[src/core/xbc_defines.vh]
// constants for the external bus cycle controller
//
// Summary of operation
// - every cycle runs phases AB, C, D, E, F in order; C, D and F are skipped when their length is zero
// - phase lengths come from chip-select timing registers
// - lengths limited to documented ranges per phase
// - READY may extend access phase, per configuration
// - READY active polarity is selectable
// - async READY gets an extra synchroniser stage
// - first sample point follows programmed phase lengths
// - inactive READY inserts one wait, resamples
// - active READY ends access, closing phases follow
// - async sample point later than sync one
// - minimum access waits elapse before READY evaluated
// - read data captured as read strobe rises
// - shared 16-line or split 24/16-line bus modes
// - reference clock out is system clock, enabled
`ifndef XBC_DEFINES_VH
`define XBC_DEFINES_VH

// ----------------------------------------------------------------
// register byte offsets
// ----------------------------------------------------------------
`define XBC_OFS_CTRL    8'h00
`define XBC_OFS_ADDR    8'h04
`define XBC_OFS_WDATA   8'h08
`define XBC_OFS_RDATA   8'h0C
`define XBC_OFS_STATUS  8'h10
`define XBC_OFS_TCFG0   8'h14
`define XBC_OFS_TCFG3   8'h20

// ----------------------------------------------------------------
// control fields
// ----------------------------------------------------------------
`define XBC_CTRL_START   0
`define XBC_CTRL_WRITE   1
`define XBC_CTRL_BYTE    2
`define XBC_CTRL_UPPER   3
`define XBC_CTRL_SHARED  4
`define XBC_CTRL_RDYEN   5
`define XBC_CTRL_RDYPOL  6
`define XBC_CTRL_RDYASY  7
`define XBC_CTRL_CLKEN   8
`define XBC_CTRL_CS_LO   9
`define XBC_CTRL_CS_HI   10
`define XBC_CTRL_RESET   11'h000

// ----------------------------------------------------------------
// status fields
// ----------------------------------------------------------------
`define XBC_STAT_BUSY    0
`define XBC_STAT_DONE    1
`define XBC_STAT_RWAIT   2

// ----------------------------------------------------------------
// timing config fields (one word per chip select)
// ----------------------------------------------------------------
`define XBC_TC_AB_LO     0
`define XBC_TC_AB_HI     2
`define XBC_TC_C_LO      4
`define XBC_TC_C_HI      5
`define XBC_TC_D         6
`define XBC_TC_E_LO      7
`define XBC_TC_E_HI      11
`define XBC_TC_F_LO      12
`define XBC_TC_F_HI      13
`define XBC_TCFG_RESET   14'h0001

// ----------------------------------------------------------------
// timing and bus response codes
// ----------------------------------------------------------------
`define XBC_PHASE_UNIT_CYC  1
`define XBC_AB_MAX          3'h5
`define XBC_RESP_OKAY       2'h0
`define XBC_RESP_SLVERR     2'h2

`endif

[src/core/xbc_cycle_ctrl.v]
// external bus cycle sequencer with AXI4-Lite register slave
//
// Register access over AXI4-Lite and the placing of the registers were decided locally.
`timescale 1ns/1ps
`default_nettype none
`include "xbc_defines.vh"

module xbc_cycle_ctrl #(
  parameter ADDR_W = 24,
  parameter DATA_W = 16,
  parameter NUM_CS = 4
) (
  // clock, reset, enable
  input  wire               clk,
  input  wire               rst_n,
  input  wire               ce,
  // axi4-lite slave
  input  wire [7:0]         s_awaddr,
  input  wire               s_awvalid,
  output wire               s_awready,
  input  wire [31:0]        s_wdata,
  input  wire [3:0]         s_wstrb,
  input  wire               s_wvalid,
  output wire               s_wready,
  output reg  [1:0]         s_bresp,
  output reg                s_bvalid,
  input  wire               s_bready,
  input  wire [7:0]         s_araddr,
  input  wire               s_arvalid,
  output wire               s_arready,
  output reg  [31:0]        s_rdata,
  output reg  [1:0]         s_rresp,
  output reg                s_rvalid,
  input  wire               s_rready,
  // external bus control
  output reg  [NUM_CS-1:0]  chip_select_n,
  output reg                addr_latch_strobe,
  output reg                upper_byte_enable_n,
  output reg                read_strobe_n,
  output reg                write_low_n,
  output reg                write_high_n,
  output wire               bus_reference_clock_out,
  input  wire               ready_in,
  // address and data lines
  output reg  [ADDR_W-1:0]  address_lines,
  input  wire [DATA_W-1:0]  shared_addr_data_lines_in,
  output reg  [DATA_W-1:0]  shared_addr_data_lines_out,
  output reg                shared_addr_data_lines_oe,
  input  wire [DATA_W-1:0]  data_lines_in,
  output reg  [DATA_W-1:0]  data_lines_out,
  output reg                data_lines_oe
);

  // ----------------------------------------------------------------
  // states
  // ----------------------------------------------------------------
  localparam [5:0] ST_IDLE = 6'h01;
  localparam [5:0] ST_AB   = 6'h02;
  localparam [5:0] ST_C    = 6'h04;
  localparam [5:0] ST_D    = 6'h08;
  localparam [5:0] ST_E    = 6'h10;
  localparam [5:0] ST_F    = 6'h20;

  // ----------------------------------------------------------------
  // registers
  // ----------------------------------------------------------------
  reg [10:0]        ctrl_ff;
  reg [ADDR_W-1:0]  addr_ff;
  reg [DATA_W-1:0]  wdata_ff;
  reg [DATA_W-1:0]  rdata_ff;
  reg               done_ff;
  reg [13:0]        tcfg_ff [0:NUM_CS-1];
  reg [5:0]         state_ff;
  reg [5:0]         cnt_ff;
  reg               rwait_ff;
  reg               go_ff;
  reg               rdy_s1_ff;
  reg               rdy_s2_ff;
  reg               rdy_s3_ff;
  reg [DATA_W-1:0]  din_s1_ff;
  reg [DATA_W-1:0]  din_s2_ff;
  reg [7:0]         awaddr_ff;
  reg               aw_ok_ff;
  reg [31:0]        wd_ff;
  reg [3:0]         ws_ff;
  reg               w_ok_ff;
  integer           i;

  wire busy = ~state_ff[0];
  wire cfg_write  = ctrl_ff[`XBC_CTRL_WRITE];
  wire cfg_byte   = ctrl_ff[`XBC_CTRL_BYTE];
  wire cfg_upper  = ctrl_ff[`XBC_CTRL_UPPER];
  wire cfg_shared = ctrl_ff[`XBC_CTRL_SHARED];
  wire [1:0] cs_idx = ctrl_ff[`XBC_CTRL_CS_HI:`XBC_CTRL_CS_LO];

  // ----------------------------------------------------------------
  // reference clock out
  // ----------------------------------------------------------------
  // system clock gated by a flop so the pin is quiet until enabled
  assign bus_reference_clock_out = clk & ctrl_ff[`XBC_CTRL_CLKEN];

  // ----------------------------------------------------------------
  // phase lengths of the selected chip select
  // ----------------------------------------------------------------
  wire [13:0] tc = tcfg_ff[cs_idx];
  wire [2:0]  ab_raw = tc[`XBC_TC_AB_HI:`XBC_TC_AB_LO];
  reg  [2:0]  len_ab;
  // illegal codes fold down: 0 to 1, 3 and 4 to 2, 6 and 7 to 5
  always @* begin
    if (ab_raw == 3'h0)
      len_ab = 3'h1;
    else if (ab_raw < 3'h3)
      len_ab = ab_raw;
    else if (ab_raw < `XBC_AB_MAX)
      len_ab = 3'h2;
    else
      len_ab = `XBC_AB_MAX;
  end
  wire [1:0] len_c = tc[`XBC_TC_C_HI:`XBC_TC_C_LO];
  wire       len_d = tc[`XBC_TC_D];
  wire [5:0] len_e = {1'b0, tc[`XBC_TC_E_HI:`XBC_TC_E_LO]} + 6'h01;
  wire [1:0] len_f = tc[`XBC_TC_F_HI:`XBC_TC_F_LO];

  // ----------------------------------------------------------------
  // ready and read data synchronisers
  // ----------------------------------------------------------------
  always @(posedge clk or negedge rst_n) begin
    if (!rst_n) begin
      rdy_s1_ff <= 1'b0;
      rdy_s2_ff <= 1'b0;
      rdy_s3_ff <= 1'b0;
      din_s1_ff <= {DATA_W{1'b0}};
      din_s2_ff <= {DATA_W{1'b0}};
    end else if (ce) begin
      rdy_s1_ff <= ready_in;
      rdy_s2_ff <= rdy_s1_ff;
      rdy_s3_ff <= rdy_s2_ff;
      din_s1_ff <= cfg_shared ? shared_addr_data_lines_in : data_lines_in;
      din_s2_ff <= din_s1_ff;
    end
  end

  // async mode looks one stage later, moving its sample point
  wire rdy_smp = ctrl_ff[`XBC_CTRL_RDYASY] ? rdy_s3_ff : rdy_s2_ff;
  wire rdy_act = ctrl_ff[`XBC_CTRL_RDYPOL] ? rdy_smp : ~rdy_smp;
  wire rdy_ok  = ~ctrl_ff[`XBC_CTRL_RDYEN] | rdy_act;

  // ----------------------------------------------------------------
  // phase sequencer
  // ----------------------------------------------------------------
  reg [5:0] nxt_state;
  reg [5:0] nxt_cnt;
  reg       nxt_rwait;
  reg       capture;

  always @* begin
    nxt_state = state_ff;
    nxt_cnt   = cnt_ff;
    nxt_rwait = 1'b0;
    capture   = 1'b0;
    case (state_ff)
      ST_IDLE: begin
        if (go_ff) begin
          nxt_state = ST_AB;
          nxt_cnt   = {3'h0, len_ab} - 6'h01;
        end
      end
      ST_AB: begin
        if (cnt_ff != 6'h00) begin
          nxt_cnt = cnt_ff - 6'h01;
        end else if (len_c != 2'h0) begin
          nxt_state = ST_C;
          nxt_cnt   = {4'h0, len_c} - 6'h01;
        end else if (len_d) begin
          nxt_state = ST_D;
          nxt_cnt   = 6'h00;
        end else begin
          nxt_state = ST_E;
          nxt_cnt   = len_e - 6'h01;
        end
      end
      ST_C: begin
        if (cnt_ff != 6'h00) begin
          nxt_cnt = cnt_ff - 6'h01;
        end else if (len_d) begin
          nxt_state = ST_D;
          nxt_cnt   = 6'h00;
        end else begin
          nxt_state = ST_E;
          nxt_cnt   = len_e - 6'h01;
        end
      end
      ST_D: begin
        nxt_state = ST_E;
        nxt_cnt   = len_e - 6'h01;
      end
      ST_E: begin
        // programmed access waits run out before ready is looked at
        if (cnt_ff != 6'h00) begin
          nxt_cnt = cnt_ff - 6'h01;
        end else if (!rdy_ok) begin
          nxt_rwait = 1'b1;
        end else begin
          capture = 1'b1;
          if (len_f != 2'h0) begin
            nxt_state = ST_F;
            nxt_cnt   = {4'h0, len_f} - 6'h01;
          end else begin
            nxt_state = ST_IDLE;
          end
        end
      end
      ST_F: begin
        if (cnt_ff != 6'h00)
          nxt_cnt = cnt_ff - 6'h01;
        else
          nxt_state = ST_IDLE;
      end
      default: begin
        nxt_state = ST_IDLE;
        nxt_cnt   = 6'h00;
      end
    endcase
  end

  wire cyc_end = busy & (nxt_state == ST_IDLE);
  wire ns_cmd  = (nxt_state == ST_D) | (nxt_state == ST_E);
  wire ns_dat  = cfg_write & ~nxt_state[0] & ~nxt_state[1];

  always @(posedge clk or negedge rst_n) begin
    if (!rst_n) begin
      state_ff                   <= ST_IDLE;
      cnt_ff                     <= 6'h00;
      rwait_ff                   <= 1'b0;
      rdata_ff                   <= {DATA_W{1'b0}};
      chip_select_n              <= {NUM_CS{1'b1}};
      addr_latch_strobe          <= 1'b0;
      upper_byte_enable_n        <= 1'b1;
      read_strobe_n              <= 1'b1;
      write_low_n                <= 1'b1;
      write_high_n               <= 1'b1;
      address_lines              <= {ADDR_W{1'b0}};
      shared_addr_data_lines_out <= {DATA_W{1'b0}};
      shared_addr_data_lines_oe  <= 1'b0;
      data_lines_out             <= {DATA_W{1'b0}};
      data_lines_oe              <= 1'b0;
    end else if (ce) begin
      state_ff <= nxt_state;
      cnt_ff   <= nxt_cnt;
      rwait_ff <= nxt_rwait;
      if (capture && !cfg_write)
        rdata_ff <= din_s2_ff;
      chip_select_n <= {NUM_CS{1'b1}};
      if (!nxt_state[0])
        chip_select_n[cs_idx] <= 1'b0;
      addr_latch_strobe <= cfg_shared & (nxt_state == ST_AB);
      upper_byte_enable_n <= nxt_state[0] | (cfg_byte & ~cfg_upper);
      read_strobe_n <= ~(ns_cmd & ~cfg_write);
      write_low_n  <= ~((nxt_state == ST_E) & cfg_write &
                        ~(cfg_byte & cfg_upper));
      write_high_n <= ~((nxt_state == ST_E) & cfg_write &
                        (~cfg_byte | cfg_upper));
      address_lines <= addr_ff;
      // shared lines carry address first, then write data
      if (cfg_shared && nxt_state == ST_AB) begin
        shared_addr_data_lines_out <= addr_ff[DATA_W-1:0];
        shared_addr_data_lines_oe  <= 1'b1;
      end else begin
        shared_addr_data_lines_out <= wdata_ff;
        shared_addr_data_lines_oe  <= cfg_shared & ns_dat;
      end
      data_lines_out <= wdata_ff;
      data_lines_oe  <= ~cfg_shared & ns_dat;
    end
  end

  // ----------------------------------------------------------------
  // axi4-lite slave
  // ----------------------------------------------------------------
  assign s_awready = ~aw_ok_ff & ~s_bvalid;
  assign s_wready  = ~w_ok_ff & ~s_bvalid;
  assign s_arready = ~s_rvalid;

  wire       wr_fire = aw_ok_ff & w_ok_ff & ~s_bvalid;
  wire [5:0] widx    = awaddr_ff[7:2];
  wire [5:0] ridx    = s_araddr[7:2];
  wire [7:0] tc0_ofs = `XBC_OFS_TCFG0;
  wire [7:0] tc3_ofs = `XBC_OFS_TCFG3;
  wire [5:0] tc0_idx = tc0_ofs[7:2];
  wire [5:0] tc3_idx = tc3_ofs[7:2];
  wire       w_tcfg  = (widx >= tc0_idx) & (widx <= tc3_idx);
  wire [1:0] w_tsel  = widx[1:0] - tc0_idx[1:0];
  wire       w_map   = w_tcfg | (awaddr_ff == `XBC_OFS_CTRL) |
                       (awaddr_ff == `XBC_OFS_ADDR) |
                       (awaddr_ff == `XBC_OFS_WDATA) |
                       (awaddr_ff == `XBC_OFS_RDATA) |
                       (awaddr_ff == `XBC_OFS_STATUS);
  wire [31:0] wmask  = {{8{ws_ff[3]}}, {8{ws_ff[2]}},
                        {8{ws_ff[1]}}, {8{ws_ff[0]}}};

  // register writes are ignored while a cycle is pending or running, except the STATUS done clear
  wire upd = wr_fire & ~busy & ~go_ff;

  always @(posedge clk or negedge rst_n) begin
    if (!rst_n) begin
      aw_ok_ff  <= 1'b0;
      w_ok_ff   <= 1'b0;
      awaddr_ff <= 8'h00;
      wd_ff     <= 32'h0000_0000;
      ws_ff     <= 4'h0;
      s_bvalid  <= 1'b0;
      s_bresp   <= `XBC_RESP_OKAY;
      ctrl_ff   <= `XBC_CTRL_RESET;
      addr_ff   <= {ADDR_W{1'b0}};
      wdata_ff  <= {DATA_W{1'b0}};
      go_ff     <= 1'b0;
      done_ff   <= 1'b0;
      for (i = 0; i < NUM_CS; i = i + 1)
        tcfg_ff[i] <= `XBC_TCFG_RESET;
    end else if (ce) begin
      if (s_awvalid && s_awready) begin
        aw_ok_ff  <= 1'b1;
        awaddr_ff <= s_awaddr;
      end
      if (s_wvalid && s_wready) begin
        w_ok_ff <= 1'b1;
        wd_ff   <= s_wdata;
        ws_ff   <= s_wstrb;
      end
      if (wr_fire) begin
        aw_ok_ff <= 1'b0;
        w_ok_ff  <= 1'b0;
        s_bvalid <= 1'b1;
        s_bresp  <= w_map ? `XBC_RESP_OKAY : `XBC_RESP_SLVERR;
      end else if (s_bvalid && s_bready) begin
        s_bvalid <= 1'b0;
      end
      if (state_ff == ST_IDLE && go_ff)
        go_ff <= 1'b0;
      if (upd && awaddr_ff == `XBC_OFS_CTRL) begin
        ctrl_ff <= (ctrl_ff & ~wmask[10:0]) | (wd_ff[10:0] & wmask[10:0]);
        if (ws_ff[0] && wd_ff[`XBC_CTRL_START])
          go_ff <= 1'b1;
      end
      if (upd && awaddr_ff == `XBC_OFS_ADDR)
        addr_ff <= (addr_ff & ~wmask[ADDR_W-1:0]) |
                   (wd_ff[ADDR_W-1:0] & wmask[ADDR_W-1:0]);
      if (upd && awaddr_ff == `XBC_OFS_WDATA)
        wdata_ff <= (wdata_ff & ~wmask[DATA_W-1:0]) |
                    (wd_ff[DATA_W-1:0] & wmask[DATA_W-1:0]);
      if (upd && w_tcfg)
        tcfg_ff[w_tsel] <= (tcfg_ff[w_tsel] & ~wmask[13:0]) |
                           (wd_ff[13:0] & wmask[13:0]);
      // a cycle finishing in the clearing cycle keeps the flag set
      if (cyc_end)
        done_ff <= 1'b1;
      else if (wr_fire && awaddr_ff == `XBC_OFS_STATUS && ws_ff[0] &&
               wd_ff[`XBC_STAT_DONE])
        done_ff <= 1'b0;
    end
  end

  reg [31:0] rd_mux;
  reg        rd_map;
  always @* begin
    rd_mux = 32'h0000_0000;
    rd_map = 1'b1;
    if (ridx >= tc0_idx && ridx <= tc3_idx)
      rd_mux = {18'h00000, tcfg_ff[ridx[1:0] - tc0_idx[1:0]]};
    else if (s_araddr == `XBC_OFS_CTRL)
      rd_mux = {21'h000000, ctrl_ff};
    else if (s_araddr == `XBC_OFS_ADDR)
      rd_mux = {{(32-ADDR_W){1'b0}}, addr_ff};
    else if (s_araddr == `XBC_OFS_WDATA)
      rd_mux = {{(32-DATA_W){1'b0}}, wdata_ff};
    else if (s_araddr == `XBC_OFS_RDATA)
      rd_mux = {{(32-DATA_W){1'b0}}, rdata_ff};
    else if (s_araddr == `XBC_OFS_STATUS)
      rd_mux = {29'h00000000, rwait_ff, done_ff, busy | go_ff};
    else
      rd_map = 1'b0;
  end

  always @(posedge clk or negedge rst_n) begin
    if (!rst_n) begin
      s_rvalid <= 1'b0;
      s_rdata  <= 32'h0000_0000;
      s_rresp  <= `XBC_RESP_OKAY;
    end else if (ce) begin
      if (s_arvalid && s_arready) begin
        s_rvalid <= 1'b1;
        s_rdata  <= rd_mux;
        s_rresp  <= rd_map ? `XBC_RESP_OKAY : `XBC_RESP_SLVERR;
      end else if (s_rvalid && s_rready) begin
        s_rvalid <= 1'b0;
      end
    end
  end

endmodule
`default_nettype wire

[config.mk]
export PLATFORM = sky130hd
export DESIGN_NAME = xbc_cycle_ctrl
export DESIGN_NICKNAME = d
export VERILOG_FILES = /design/src/core/xbc_cycle_ctrl.v
export VERILOG_INCLUDE_DIRS = /design/src /design/src/core
export SDC_FILE = /design/constraint.sdc
export NUM_CORES = 1
export LEC_CHECK = 0
export ABC_AREA = 0
export BUFFER_PORTS_ARGS = -buffer_cell sky130_fd_sc_hd__buf_2
export CAP_MARGIN = 20
export CORE_MARGIN = 2
export CORE_UTILIZATION = 55
export DETAILED_ROUTE_END_ITERATION = 6
export PLACE_DENSITY = 0.8
export SETUP_SLACK_MARGIN = 0.1
export SYNTH_ARGS = -nofsm -noshare
export SYNTH_HDL_FRONTEND = slang
export SYNTH_SLANG_ARGS = --single-unit
[constraint.sdc]
create_clock -name clk -period 3.5 [get_ports clk]
set_clock_uncertainty 0.05 [all_clocks]
set_input_delay 0.7 -clock clk [delete_from_list [all_inputs] [get_ports clk]]
set_output_delay 0.7 -clock clk [all_outputs]
set_load 0.1 [all_outputs]
==> impl_results.md <==
- Outcome: finished clean
- Power Total: 11.35 mW
- Critical path capture point type: output pin
- Final Hold Viols: 0
- Most frequent cells in the layout: dfrtp_1 (292), mux2_2 (227), buf_2 (180)
- Crit-path slowest cell: buf_2
- Die W: roughly 170 microns
- Leak pwr: 7.997 nW
- Syn. warnings: 0
- Type of origin of the critical path: clock port
- Most used cell, CP: clkbuf_16
- Worst-path clk slew: 60 ps
- Slowest stage delay, CP: approximately 280 ps
- Final Setup Violations: 0
- Main synth FF type: dfrtp_1
- Remaining antenna violation count: 0
- Via-per-instance ratio: 6.128
- Cells after Synth: 1143
- Die height: 166.7 microns
- Largest net degree at the start of global routing: roughly 160
- Crit path DAT: 2410 ps
- Synthesized area per cell: around 13 sq um
- Buffer count from post-CTS setup fixing: 0
- DRC Markers: 0
- Crit-path cells: clkbuf_16, clkbuf_16, and2_1, buf_2
- Ys async rst share: 100.0%
- WL/cell: 22.25 microns
- Slew Viols, Final: 0
- IO Port Bufs: 182
- Global-route wire length before repair: around 60000 microns
- WL final: 37500 microns
- Layout cells sized above 1: around 43%
- Resized cells post-CTS: 0
- Maximum vdd drop: 0.6296 mV
- RSZ-0062 raised after global routing: false
- Number of synthesized flops with an enable pin: 0
- Area grow syn2layout: 17.39%
- Crit-path leading delay family: buffers and inverters
- Final setup TNS: 0 ps
- Final cell count without fillers: approximately 1700
- Initial core utilization: between 50 and 60%
- Vias in the first global route: 10911
- GPL Wtd Cong: 0.9036
- Cell variety after synth: 75
- Hold WC Path Type: in -> async
- Seq/Total Area, Yosys: between 50% and 60%
- GRT overflow: 0
- Critical path peak fanout: 2
- PwrDens: about 660 nW/um^2
- Pre-antenna DRT Iters: 5
- Register bit total from synthesis: 305
- CP Buf/Inv Count: 3
- Worst Max-Slew Pin Slew: between 900 and 1000 ps
- GRT Util Overall: 27.30%
- Placeable Area: 25980 sq um
- Dpl hpwl: 25790 microns
- DP Cell Count: 1621
- Total Die Area: 27780 sq um
- WS Path Type: clk -> out
- Iter 0 DRT Violations: 930
- Commonest non-fill, non-tap cell in the layout: dfrtp_1
- Nets: about 1400
- CTS tree: done
- Via Count: about 10000
- Worst Path Required: 2750 ps
- Later-pin clock latency in the skew report: 640 ps
- Initial antenna violation count: 1
- Post-Syn Area: about 15000 sq um
- Max_cap viols: 0
- Slew HR: 37.23%
- FP Rows: roughly 60
- # IOs: 202
- Hold buffers post-CTS: 0
==> final cells by class <==
type	count	area, sq um
flip-flops and latches	305	7649
repair buffers	212	1214
well taps	335	419.2
clock inverters	12	157.7
inverters	21	78.83
fillers	1943	8900
multi-input cells	747	6510
clock buffers	52	1055
diodes	1	2.502
==> metrics by stage <==
step	setup WS (ps)	cell area, sq um	utilization [%]	hold slack [ps]
2_1_floorplan	173.5	14590	-	354.4
3_3_place_gp	538.9	15880	61.09	398.5
3_5_place_dp	509.4	15880	61.09	416.2
4_1_cts	329.9	17080	65.74	81.00
5_1_grt	314.8	17080	65.74	106.4
6_report	337.5	17090	65.75	59.46
==> metal layers <==
metal  share of wire (%)  global-route usage, %  up-vias
met5                   0                      0        -
met4                 3.3                  10.23        0
met3                 8.5                  6.987       87
met2                  48                  44.54      428
met1                  40                  35.52     5272
li1                    -                      -     4539
==> worst register-to-register path, stage by stage (launching register included) <==
cell	delay (ps)
dfrtp_1	390
inv_1	140
ha_1	370
nor2b_1	90
nor3b_1	200
o21bai_1	140
nor3_1	340
nand2_1	640
mux2_2	500
==> cell families after synthesis <==
group / Yosys count / synth area share, %
muxes: 305 / 26.45
and+or+nand+nor: 216 / 7.497
xor gates and xnor gates: 5 / 0.3009
DFF: 305 / 52.55
adders and majority gates: 14 / 1.204
buffers and inverters: 100 / 3.069
other: 1 / 0.02577
AOI/OAI and AO/OA: 197 / 8.898
==> Yosys cell counts (all sizes together) (6+ instances only) <==
| cell type | n | area [sq um] |
|---|---|---|
| mux2 | 227 | 2556 |
| clkbuf | 48 | 180.2 |
| nand2 | 75 | 281.5 |
| nand2b | 9 | 63.81 |
| dfrtp | 292 | 7307 |
| a22o | 12 | 105.1 |
| mux2i | 37 | 370.4 |
| a221oi | 11 | 96.34 |
| a21oi | 46 | 230.2 |
| inv | 21 | 78.83 |
| o21ai | 54 | 277.8 |
| nor2 | 65 | 259.0 |
| dfstp | 13 | 341.6 |
| a31oi | 8 | 50.05 |
| mux4 | 41 | 923.4 |
| nor2b | 11 | 68.82 |
| buf | 31 | 187.7 |
| nor3 | 9 | 55.05 |
| o31ai | 12 | 90.09 |
| ha | 14 | 175.2 |
| a22oi | 17 | 127.6 |
| nand3 | 16 | 110.1 |
| and3 | 6 | 37.54 |
==> where the power goes <==
group	internal [mW]	leakage, nW	total (mW)	switching, mW
clock	2.32	0.607	3.79	1.47
combinational	1.08	3.40	2.83	1.75
sequential	4.08	3.99	4.73	0.648
==> final timing paths <==
check | start | end | slack [ps] | depth (start not counted)
max | clk | bus_reference_clock_out | 340 | 4
min | rst_n | async pin | 60 | 1
max reg2reg | awaddr_ff[3] | tcfg_ff[1] | 520 | 8
min reg2reg | s_rdata[15] | s_rdata[15] | 430 | 2
max in group asynchronous | rst_n | write_high_n | 2530 | 2
min in group clk | s_awaddr[2] | awaddr_ff[2] | 230 | 3
No activity file was read; power rests on OpenSTA's default activity.
